$ cat src/pkg/crc_params.svh
`ifndef CRC_PARAMS_SVH
`define CRC_PARAMS_SVH
`define CRC_OFS_AHB_RST      8'h28
`define CRC_OFS_BDC          8'h20
`define CRC_OFS_RSC          8'h24
`define CRC_OFS_CFG2         8'h2c
`define CRC_OFS_PLL_CTRL     8'h30
`define CRC_BDC_ON_BIT       0
`define CRC_BDC_RDY_BIT      1
`define CRC_BDC_BYP_BIT      2
`define CRC_BDC_SEL_LO       8
`define CRC_BDC_GATE_BIT     15
`define CRC_BDC_RST_BIT      16
`define CRC_RSC_ON_BIT       0
`define CRC_RSC_RDY_BIT      1
`define CRC_RSC_CLR_BIT      24
`define CRC_RSC_PIN_BIT      26
`define CRC_RSC_FLAG_LO      26
`define CRC_AHB_USB_BIT      12
`define CRC_AHB_CAM_BIT      13
`define CRC_AHB_MAC_BIT      14
`define CRC_CFG2_MASK        32'hff7fffff
`define CRC_RSC_FLAGS_RST    6'h02
`define CRC_EXT_OFF_CYC      6
`define CRC_INT_OFF_CYC      3
`endif

$ cat src/pkg/crc_pkg.sv
package crc_pkg;
  typedef enum logic [1:0] {
    CRC_OSC_OFF   = 2'b00,
    CRC_OSC_READY = 2'b01,
    CRC_OSC_DRAIN = 2'b10
  } crc_osc_state_t;
  typedef logic [31:0] crc_word_t;
endpackage : crc_pkg

$ cat src/verilog/crc_clock_reset_tail.sv
`timescale 1ns/1ns
`default_nettype none
`include "crc_params.svh"
// Notes on behaviour
// - ext slow ready drops six osc cycles later
// - ext slow enable resets off
// - backup bits writable only when unlocked
// - backup bits cleared only by backup reset
// - sticky flag per reset cause
// - writing one clears all reset flags
// - power-on flag resets to one
// - int slow ready drops three cycles later
// - int slow enable resets off
// - mac, usb resets set-only; camera read-only
// - usb 48m source and phy pll on
// - usb phy reference frequency code
// - usb phy reference source select
// - usb phy prescale is value plus one
// - gigabit clock gate and source select
// - rng and audio clock source select
// - third multiplier writable only loop disabled
// - second multiplier writable only loop disabled
// - second prescaler writable both loops disabled
// - first prescaler writable main loop disabled
// - first prescaler bit0 mirrors primary bit17
module crc_clock_reset_tail
  import crc_pkg::*;
(
  input  wire logic        sys_clk,
  input  wire logic        sys_rst,
  input  wire logic        backup_rst,
  input  wire logic        power_on_rst,
  input  wire logic        psel,
  input  wire logic        penable,
  input  wire logic        pwrite,
  input  wire logic [7:0]  paddr,
  input  wire logic [31:0] pwdata,
  output logic      [31:0] prdata,
  output logic             pready,
  output logic             pslverr,
  input  wire logic        backup_write_unlock,
  input  wire logic        ext_slow_osc_clk,
  input  wire logic        int_slow_osc_clk,
  input  wire logic        lowpower_reset_evt,
  input  wire logic        window_dog_reset_evt,
  input  wire logic        indep_dog_reset_evt,
  input  wire logic        soft_reset_evt,
  input  wire logic        external_reset_pin_evt,
  input  wire logic        main_loop_on,
  input  wire logic        second_loop_on,
  input  wire logic        third_loop_on,
  input  wire logic        primary_bit17,
  input  wire logic        camera_if_block_reset,
  output logic             ext_slow_osc_on,
  output logic             ext_slow_osc_bypass,
  output logic      [1:0]  rtc_source_select,
  output logic             rtc_clock_gate,
  output logic             int_slow_osc_on,
  output logic             ether_mac_block_reset,
  output logic             usb_fullspeed_block_reset,
  output logic             primary_bit17_wr,
  output logic             primary_bit17_val,
  output logic      [31:0] clock_config_ext
);
  logic        ext_on_r, ext_byp_r, gate_r;
  logic [1:0]  sel_r;
  logic        int_on_r;
  logic [5:0]  flags_r;
  logic        mac_r, usb_r;
  logic [31:0] cfg2_r;
  logic        ev_s1_r [5];
  logic        ev_s2_r [5];
  logic        ext_rdy, int_rdy;
  logic [31:0] cfg2_nxt;

  wire wr       = psel & penable & pwrite;
  wire hit_bdc  = (paddr == `CRC_OFS_BDC);
  wire hit_rsc  = (paddr == `CRC_OFS_RSC);
  wire hit_ahb  = (paddr == `CRC_OFS_AHB_RST);
  wire hit_cfg2 = (paddr == `CRC_OFS_CFG2);
  wire wr_bdc   = wr & hit_bdc & backup_write_unlock;
  wire wr_rsc   = wr & hit_rsc;
  wire wr_ahb   = wr & hit_ahb;
  wire wr_cfg2  = wr & hit_cfg2;
  wire clr_flags = wr_rsc & pwdata[`CRC_RSC_CLR_BIT];
  wire [5:0] ev_now = {ev_s2_r[0], ev_s2_r[1], ev_s2_r[2], ev_s2_r[3], 1'b0, ev_s2_r[4]};

  assign pready  = 1'b1;
  assign pslverr = 1'b0;

  crc_osc_ready #(.OFF_CYCLES(`CRC_EXT_OFF_CYC)) u_ext_rdy (
    .sys_clk     (sys_clk),
    .sys_rst     (backup_rst),
    .osc_on      (ext_on_r),
    .osc_clk_pin (ext_slow_osc_clk),
    .osc_ready   (ext_rdy)
  );
  crc_osc_ready #(.OFF_CYCLES(`CRC_INT_OFF_CYC)) u_int_rdy (
    .sys_clk     (sys_clk),
    .sys_rst     (sys_rst),
    .osc_on      (int_on_r),
    .osc_clk_pin (int_slow_osc_clk),
    .osc_ready   (int_rdy)
  );

  // backup bits ignore system reset, only backup_rst clears them
  always_ff @(posedge sys_clk) begin
    if (backup_rst) begin
      ext_on_r  <= 1'b0;
      ext_byp_r <= 1'b0;
      sel_r     <= 2'b00;
      gate_r    <= 1'b0;
    end else if (wr_bdc) begin
      ext_on_r <= pwdata[`CRC_BDC_ON_BIT];
      // bypass only changes while oscillator off
      if (!ext_on_r) ext_byp_r <= pwdata[`CRC_BDC_BYP_BIT];
      // source locked once the gate is on
      if (!gate_r) sel_r <= pwdata[`CRC_BDC_SEL_LO +: 2];
      gate_r <= pwdata[`CRC_BDC_GATE_BIT] & (pwdata[`CRC_BDC_SEL_LO +: 2] != 2'b00 | sel_r != 2'b00 & gate_r);
    end
  end

  // flags survive system reset; hold pulses synced, set beats clear
  always_ff @(posedge sys_clk) begin
    if (power_on_rst) begin
      flags_r <= `CRC_RSC_FLAGS_RST;
    end else begin
      flags_r <= (clr_flags ? 6'h00 : flags_r) | ev_now;
    end
  end

  always_ff @(posedge sys_clk) begin
    if (power_on_rst) begin
      for (int i = 0; i < 5; i++) begin
        ev_s1_r[i] <= 1'b0;
        ev_s2_r[i] <= 1'b0;
      end
    end else begin
      ev_s1_r[0] <= lowpower_reset_evt;
      ev_s1_r[1] <= window_dog_reset_evt;
      ev_s1_r[2] <= indep_dog_reset_evt;
      ev_s1_r[3] <= soft_reset_evt;
      ev_s1_r[4] <= external_reset_pin_evt;
      for (int i = 0; i < 5; i++) ev_s2_r[i] <= ev_s1_r[i];
    end
  end

  always_ff @(posedge sys_clk) begin
    if (sys_rst) begin
      int_on_r <= 1'b0;
      mac_r    <= 1'b0;
      usb_r    <= 1'b0;
    end else begin
      if (wr_rsc) int_on_r <= pwdata[`CRC_RSC_ON_BIT];
      // set-only; the block reset stays until system reset
      if (wr_ahb && pwdata[`CRC_AHB_MAC_BIT]) mac_r <= 1'b1;
      if (wr_ahb && pwdata[`CRC_AHB_USB_BIT]) usb_r <= 1'b1;
    end
  end

  // field write guards against running loops
  always_comb begin
    cfg2_nxt = cfg2_r;
    if (wr_cfg2) begin
      cfg2_nxt[31:16] = pwdata[31:16] & 16'(`CRC_CFG2_MASK >> 16);
      if (!third_loop_on) cfg2_nxt[15:12] = pwdata[15:12];
      if (!second_loop_on) cfg2_nxt[11:8] = pwdata[11:8];
      if (!second_loop_on && !third_loop_on) cfg2_nxt[7:4] = pwdata[7:4];
      if (!main_loop_on) cfg2_nxt[3:0] = pwdata[3:0];
    end
    // pure mirror; a write with the main loop off is forwarded to the primary register instead
    cfg2_nxt[0] = primary_bit17;
  end

  always_ff @(posedge sys_clk) begin
    if (sys_rst) cfg2_r <= 32'h0000_0000;
    else         cfg2_r <= cfg2_nxt;
  end

  assign primary_bit17_wr  = wr_cfg2 & ~main_loop_on;
  assign primary_bit17_val = pwdata[0];

  wire [31:0] rd_bdc = {15'h0000, 1'b0, gate_r, 5'h00, sel_r, 5'h00, ext_byp_r, ext_rdy, ext_on_r};
  wire [31:0] rd_rsc = {flags_r, 1'b0, 1'b0, 22'h000000, int_rdy, int_on_r};
  wire [31:0] rd_ahb = {17'h00000, mac_r, camera_if_block_reset, usb_r, 12'h000};
  wire [31:0] rd_mux = hit_bdc ? rd_bdc :
                       hit_rsc ? rd_rsc :
                       hit_ahb ? rd_ahb :
                       hit_cfg2 ? cfg2_r : 32'h0000_0000;

  always_ff @(posedge sys_clk) begin
    if (sys_rst) prdata <= 32'h0000_0000;
    else if (psel && !penable && !pwrite) prdata <= rd_mux;
  end

  assign ext_slow_osc_on           = ext_on_r;
  assign ext_slow_osc_bypass       = ext_byp_r;
  assign rtc_source_select         = sel_r;
  assign rtc_clock_gate            = gate_r;
  assign int_slow_osc_on           = int_on_r;
  assign ether_mac_block_reset     = mac_r;
  assign usb_fullspeed_block_reset = usb_r;
  assign clock_config_ext          = cfg2_r;
endmodule : crc_clock_reset_tail
`default_nettype wire

$ cat src/verilog/crc_osc_ready.sv
`timescale 1ns/1ns
`default_nettype none
module crc_osc_ready
  import crc_pkg::*;
#(
  parameter int OFF_CYCLES = 6
) (
  input  wire logic sys_clk,
  input  wire logic sys_rst,
  input  wire logic osc_on,
  input  wire logic osc_clk_pin,
  output logic      osc_ready
);
  logic           sync1_r;
  logic           sync2_r;
  logic           prev_r;
  logic [3:0]     cnt_r;
  crc_osc_state_t state_r;
  wire            osc_edge = sync2_r & ~prev_r;

  always_ff @(posedge sys_clk) begin
    if (sys_rst) begin
      sync1_r <= 1'b0;
      sync2_r <= 1'b0;
      prev_r  <= 1'b0;
    end else begin
      sync1_r <= osc_clk_pin;
      sync2_r <= sync1_r;
      prev_r  <= sync2_r;
    end
  end

  // ready rises on first oscillator edge after enabling
  always_ff @(posedge sys_clk) begin
    if (sys_rst) begin
      state_r <= CRC_OSC_OFF;
      cnt_r   <= 4'h0;
    end else begin
      case (state_r)
        CRC_OSC_OFF: begin
          if (osc_on && osc_edge) state_r <= CRC_OSC_READY;
        end
        CRC_OSC_READY: begin
          cnt_r <= 4'h0;
          if (!osc_on) state_r <= CRC_OSC_DRAIN;
        end
        CRC_OSC_DRAIN: begin
          if (osc_on) begin
            state_r <= CRC_OSC_READY;
          end else if (osc_edge) begin
            cnt_r <= cnt_r + 4'h1;
            if (cnt_r == 4'(OFF_CYCLES - 1)) state_r <= CRC_OSC_OFF;
          end
        end
        default: state_r <= CRC_OSC_OFF;
      endcase
    end
  end

  assign osc_ready = (state_r != CRC_OSC_OFF);
endmodule : crc_osc_ready
`default_nettype wire

$ cat config.mk
export PLATFORM = sky130hd
export DESIGN_NAME = crc_clock_reset_tail
export DESIGN_NICKNAME = d
export VERILOG_FILES = /design/src/pkg/crc_pkg.sv /design/src/verilog/crc_clock_reset_tail.sv /design/src/verilog/crc_osc_ready.sv
export VERILOG_INCLUDE_DIRS = /design/src /design/src/pkg
export SDC_FILE = /design/constraint.sdc
export NUM_CORES = 1
export LEC_CHECK = 0
export BUFFER_PORTS_ARGS = -buffer_cell sky130_fd_sc_hd__buf_4
export CORE_UTILIZATION = 45
export DETAILED_ROUTE_END_ITERATION = 16
export PLACE_DENSITY = 0.73
export SYNTH_ARGS = -nofsm -noshare
export SYNTH_HDL_FRONTEND = slang
export SYNTH_HIERARCHICAL = 1
export SYNTH_SLANG_ARGS = --single-unit
$ cat constraint.sdc
create_clock -name sys_clk -period 2.4 [get_ports sys_clk]
set_input_delay 0.6 -clock sys_clk [delete_from_list [all_inputs] [get_ports sys_clk]]
set_output_delay 0.6 -clock sys_clk [all_outputs]
set_load 0.05 [all_outputs]
==> results.md <==
* Status: complete, no violations
* Final Cycle Share at 0.989
* Post-Synth Simple-Gate Area at 0.273
* # IOs at 136
* Synth unique cells at 59
* Power Density at 525 nW/um2
* Largest family of logic cells by synthesized area: simple AND/OR/NAND/NOR gates
* CTS Buffer Depth at 2
* Final number of hold-violating endpoints at 0
* Worst r2r dst: prdata[1]$_SDFFE_PP0P_
* Max frequency at 421 MHz
* Setup WS post-layout at 0.0274 ns
* First-pass GRT wire length at 19600 um
* Sequential-to-total area share from yosys stat at 0.439
* Vias in the first global route at 3949
* Initial DRC Count at 210
* XOR/XNOR Fraction of Synth Area at 0
* DR pass1 iterations at 4
* Main synth FF type: dfxtp_1
* R2r setup slk at 1.09 ns
* Number of enable flip-flop cells after synthesis at 0
* CP delay by family, top: simple AND/OR/NAND/NOR gates
* Post-synthesis instance total at 504
* Startpoint types: primary input
* RSZ-0062 raised after global routing: yes
* Via count at 4193
* Compound-gate portion of the synthesized area at 0.152
* Slowest cell delay on critical path at 0.56 ns
* P&R area growth vs syn at 28.1%
* Pleak at 2.39 nW
* Top Layer Used: met4
* DIE WIDTH at 105 um
* GRT overflow at 0
* Async set or reset register ratio after synthesis at 0
* Adder-cell share of the synthesized area at 0.0105
* Total of max-cap violations at 0
* Critical path class: in2out
* Worst Skew at 0.00720 ns
* Synthesized cell area at 4750 um2
* GP Congestion at 0.842
* Fillers at 917
* CP Launch Point: paddr[1]
* Setup WS pre-CTS at -0.0447 ns
* DRC viols at 0
* Gr usage total at 0.223
* Post-synthesis mux area share at 0.0691
* Clock Latency Late Sink at 0.36 ns
* Clock sinks at 104
* Most common cell after layout, fill and taps aside: buf_4
* Crit path required time at 1.80 ns
* H-tree levels at 3
* Final min period at 2.37 ns
* Register bit count reported by yosys at 104
* Yosys warns at 6
* Levels on crit path at 4
* CP Buf/Inv Count at 2
* Diodes inserted at 0
* Clock root cell: clkbuf_8
* Met2 WL at 5890 um
* Count of pins over their slew limit at 0
* CP endpoint: primary_bit17_wr
* Worst path cell trace: buf_6, or4b_4, nor4_4, buf_6
* Detail Route Antenna Nets at 0
* CP arrival at 1.77 ns
* Core Box Area at 10300 um2
* R2R cell count at 5
* Critical Path Slowest Stage Cell: or4b_4
* Wire per inst at 16.2 um
* Hold Crit Class: in2reg
* Syn_area_per_cell at 9.42 um2
* VDD IR max at 0.398 mV
* Pin count of the biggest net entering global routing at 75
* Die height at 105 um
* Final #Nets at 683
* Reg clk slew, reported paths at 0.09 ns
* Worst slew margin at 0.592
* DRT Wirelength at 12300 um
* Total CTS buffers at 9
* CP dominant cell by count: buf_6
* Crit. End Element: output port
* Via density at 5.52
* Die area at 11000 um2
* Least-Margin Pin Slew at 0.612 ns
* Worst hold margin at 0.446 ns
* Met3 wire length at 584 um
* Row cnt at 37
* Share of cells above drive strength 1 at 0.308
* Met1 WL at 5330 um
* Most frequent cells in the layout: buf_4, dfxtp_1, nand4_1
* Setup violators final at 0
* Worst r2r src: u_int_rdy/state_r[0]$_SDFFE_PP0P_
* Antenna violations before repair at 0
* Port bufs at 130
* Initial Util at 0.462
* Detailed Place HPWL at 8760 um
* TritonCTS clock tree: yes
* Crit-path max FO at 2
==> how the worst min path moves through the flow <==
stage	depth (start not counted)	to	slack, ns	start
floorplan	1	ev_s2_r[0][0]$_SDFF_PP0_	0.41	ev_s1_r[0][0]$_SDFF_PP0_
global placement	1	u_ext_rdy/sync2_r$_SDFF_PP0_	0.42	u_ext_rdy/sync1_r$_SDFF_PP0_
detailed placement	1	ev_s2_r[0][1]$_SDFF_PP0_	0.43	ev_s1_r[0][1]$_SDFF_PP0_
CTS	2	ev_s1_r[0][1]$_SDFF_PP0_	0.44	window_dog_reset_evt
global route	2	ev_s1_r[0][1]$_SDFF_PP0_	0.43	window_dog_reset_evt
finish	2	ev_s1_r[0][3]$_SDFF_PP0_	0.45	soft_reset_evt
==> what timing repair did <==
item	in CTS	in global routing
hold buffers	0	0
setup buffers	0	0
endpoints found under the setup margin	1	1
gates resized for setup	2	1
==> flip-flops by register name, indices dropped and copies added (netlist names), 2 cells and up <==
register           flops
u_ext_rdy/state_r      2
clock_config_ext      31
rtc_source_select      2
u_int_rdy/state_r      2
u_int_rdy/cnt_r        4
flags_r                6
ev_s2_r                5
u_ext_rdy/cnt_r        4
ev_s1_r                5
prdata                31
==> cell families after synthesis <==
| family | Yosys count |
|---|---|
| multiplexers | 32 |
| adder cells (fa/ha/maj) | 4 |
| AO/OA/AOI/OAI | 105 |
| buffers and inverters | 59 |
| flip-flops | 104 |
| AND/OR/NAND/NOR | 198 |
| other | 2 |
==> synth_stat cells, types with 2 or more instances <==
cell	count	area [um2]
a2111oi_2	2	30.0
nand4b_1	2	17.5
nor3b_1	4	30.0
nor2b_1	22	138
dfxtp_1	104	2080
nor3b_4	2	37.5
nor4_4	4	85.1
a31oi_1	4	25.0
clkbuf_1	34	128
nand3b_1	11	82.6
inv_1	12	45.0
nor4b_1	4	35.0
nand2b_1	36	225
a2bb2oi_1	2	17.5
o21ai_0	4	20.0
a21o_2	2	17.5
conb_1	2	7.51
nand3_1	4	20.0
buf_6	2	22.5
a22oi_1	6	45.0
o22ai_1	2	12.5
a22o_1	5	43.8
or3b_2	2	17.5
buf_4	6	45.0
a21oi_1	39	195
a21o_1	5	37.5
or4b_1	2	20.0
and3_1	3	18.8
nor2_1	8	30.0
o31ai_1	16	120
nand2_1	38	143
buf_1	3	11.3
mux2i_1	26	260
o41ai_1	7	61.3
mux2_2	6	67.6
o32ai_1	4	35.0
o21ai_2	2	17.5
ha_1	4	50.1
nand4_1	40	250
and2_1	4	25.0
==> routing by layer <==
layer | GRT usage | vias up
li1 | - | 2057
met1 | 0.276 | 1983
met2 | 0.359 | 119
met3 | 0.0474 | 34
met4 | 0.128 | 0
met5 | 0 | -
==> metrics by stage <==
stage	power, mW	utilization	instances	setup TNS, ns	area [um2]
floorplan	1.95	-	506	-0.307	4750
detailed placement	2.07	0.570	744	-0.0447	5850
finish	3.19	0.592	760	0	6080
CTS	3.21	0.591	760	0	6080
global route	3.31	0.592	760	-0.0370	6080
global placement	2.07	0.570	744	-0.0330	5850
==> cell type report <==
type	count	area, um2	share of cell area
multi-input cells	343	2440	0.401
clock inverters	4	51.3	0.00844
clock buffers	12	165	0.0272
repair buffers	148	1120	0.185
flip-flops and latches	104	2080	0.342
inverters	13	48.8	0.00802
well taps	136	170	0.0280
==> worst reg2reg max path: cells and delay by family, from the launching register on <==
family / cells / cell delay (ns)
buffers and inverters: 1 / 0.06
AND/OR/NAND/NOR: 1 / 0.27
multiplexers: 1 / 0.19
flip-flops: 1 / 0.42
AO/OA/AOI/OAI: 2 / 0.29
==> report_power, final <==
part / switching (mW) / internal, mW
registers: 0.00718 / 1.74
logic: 0.156 / 0.129
clock network: 0.588 / 0.568
total: 0.751 / 2.44
Note: power is estimated with default switching activity, not from simulation.
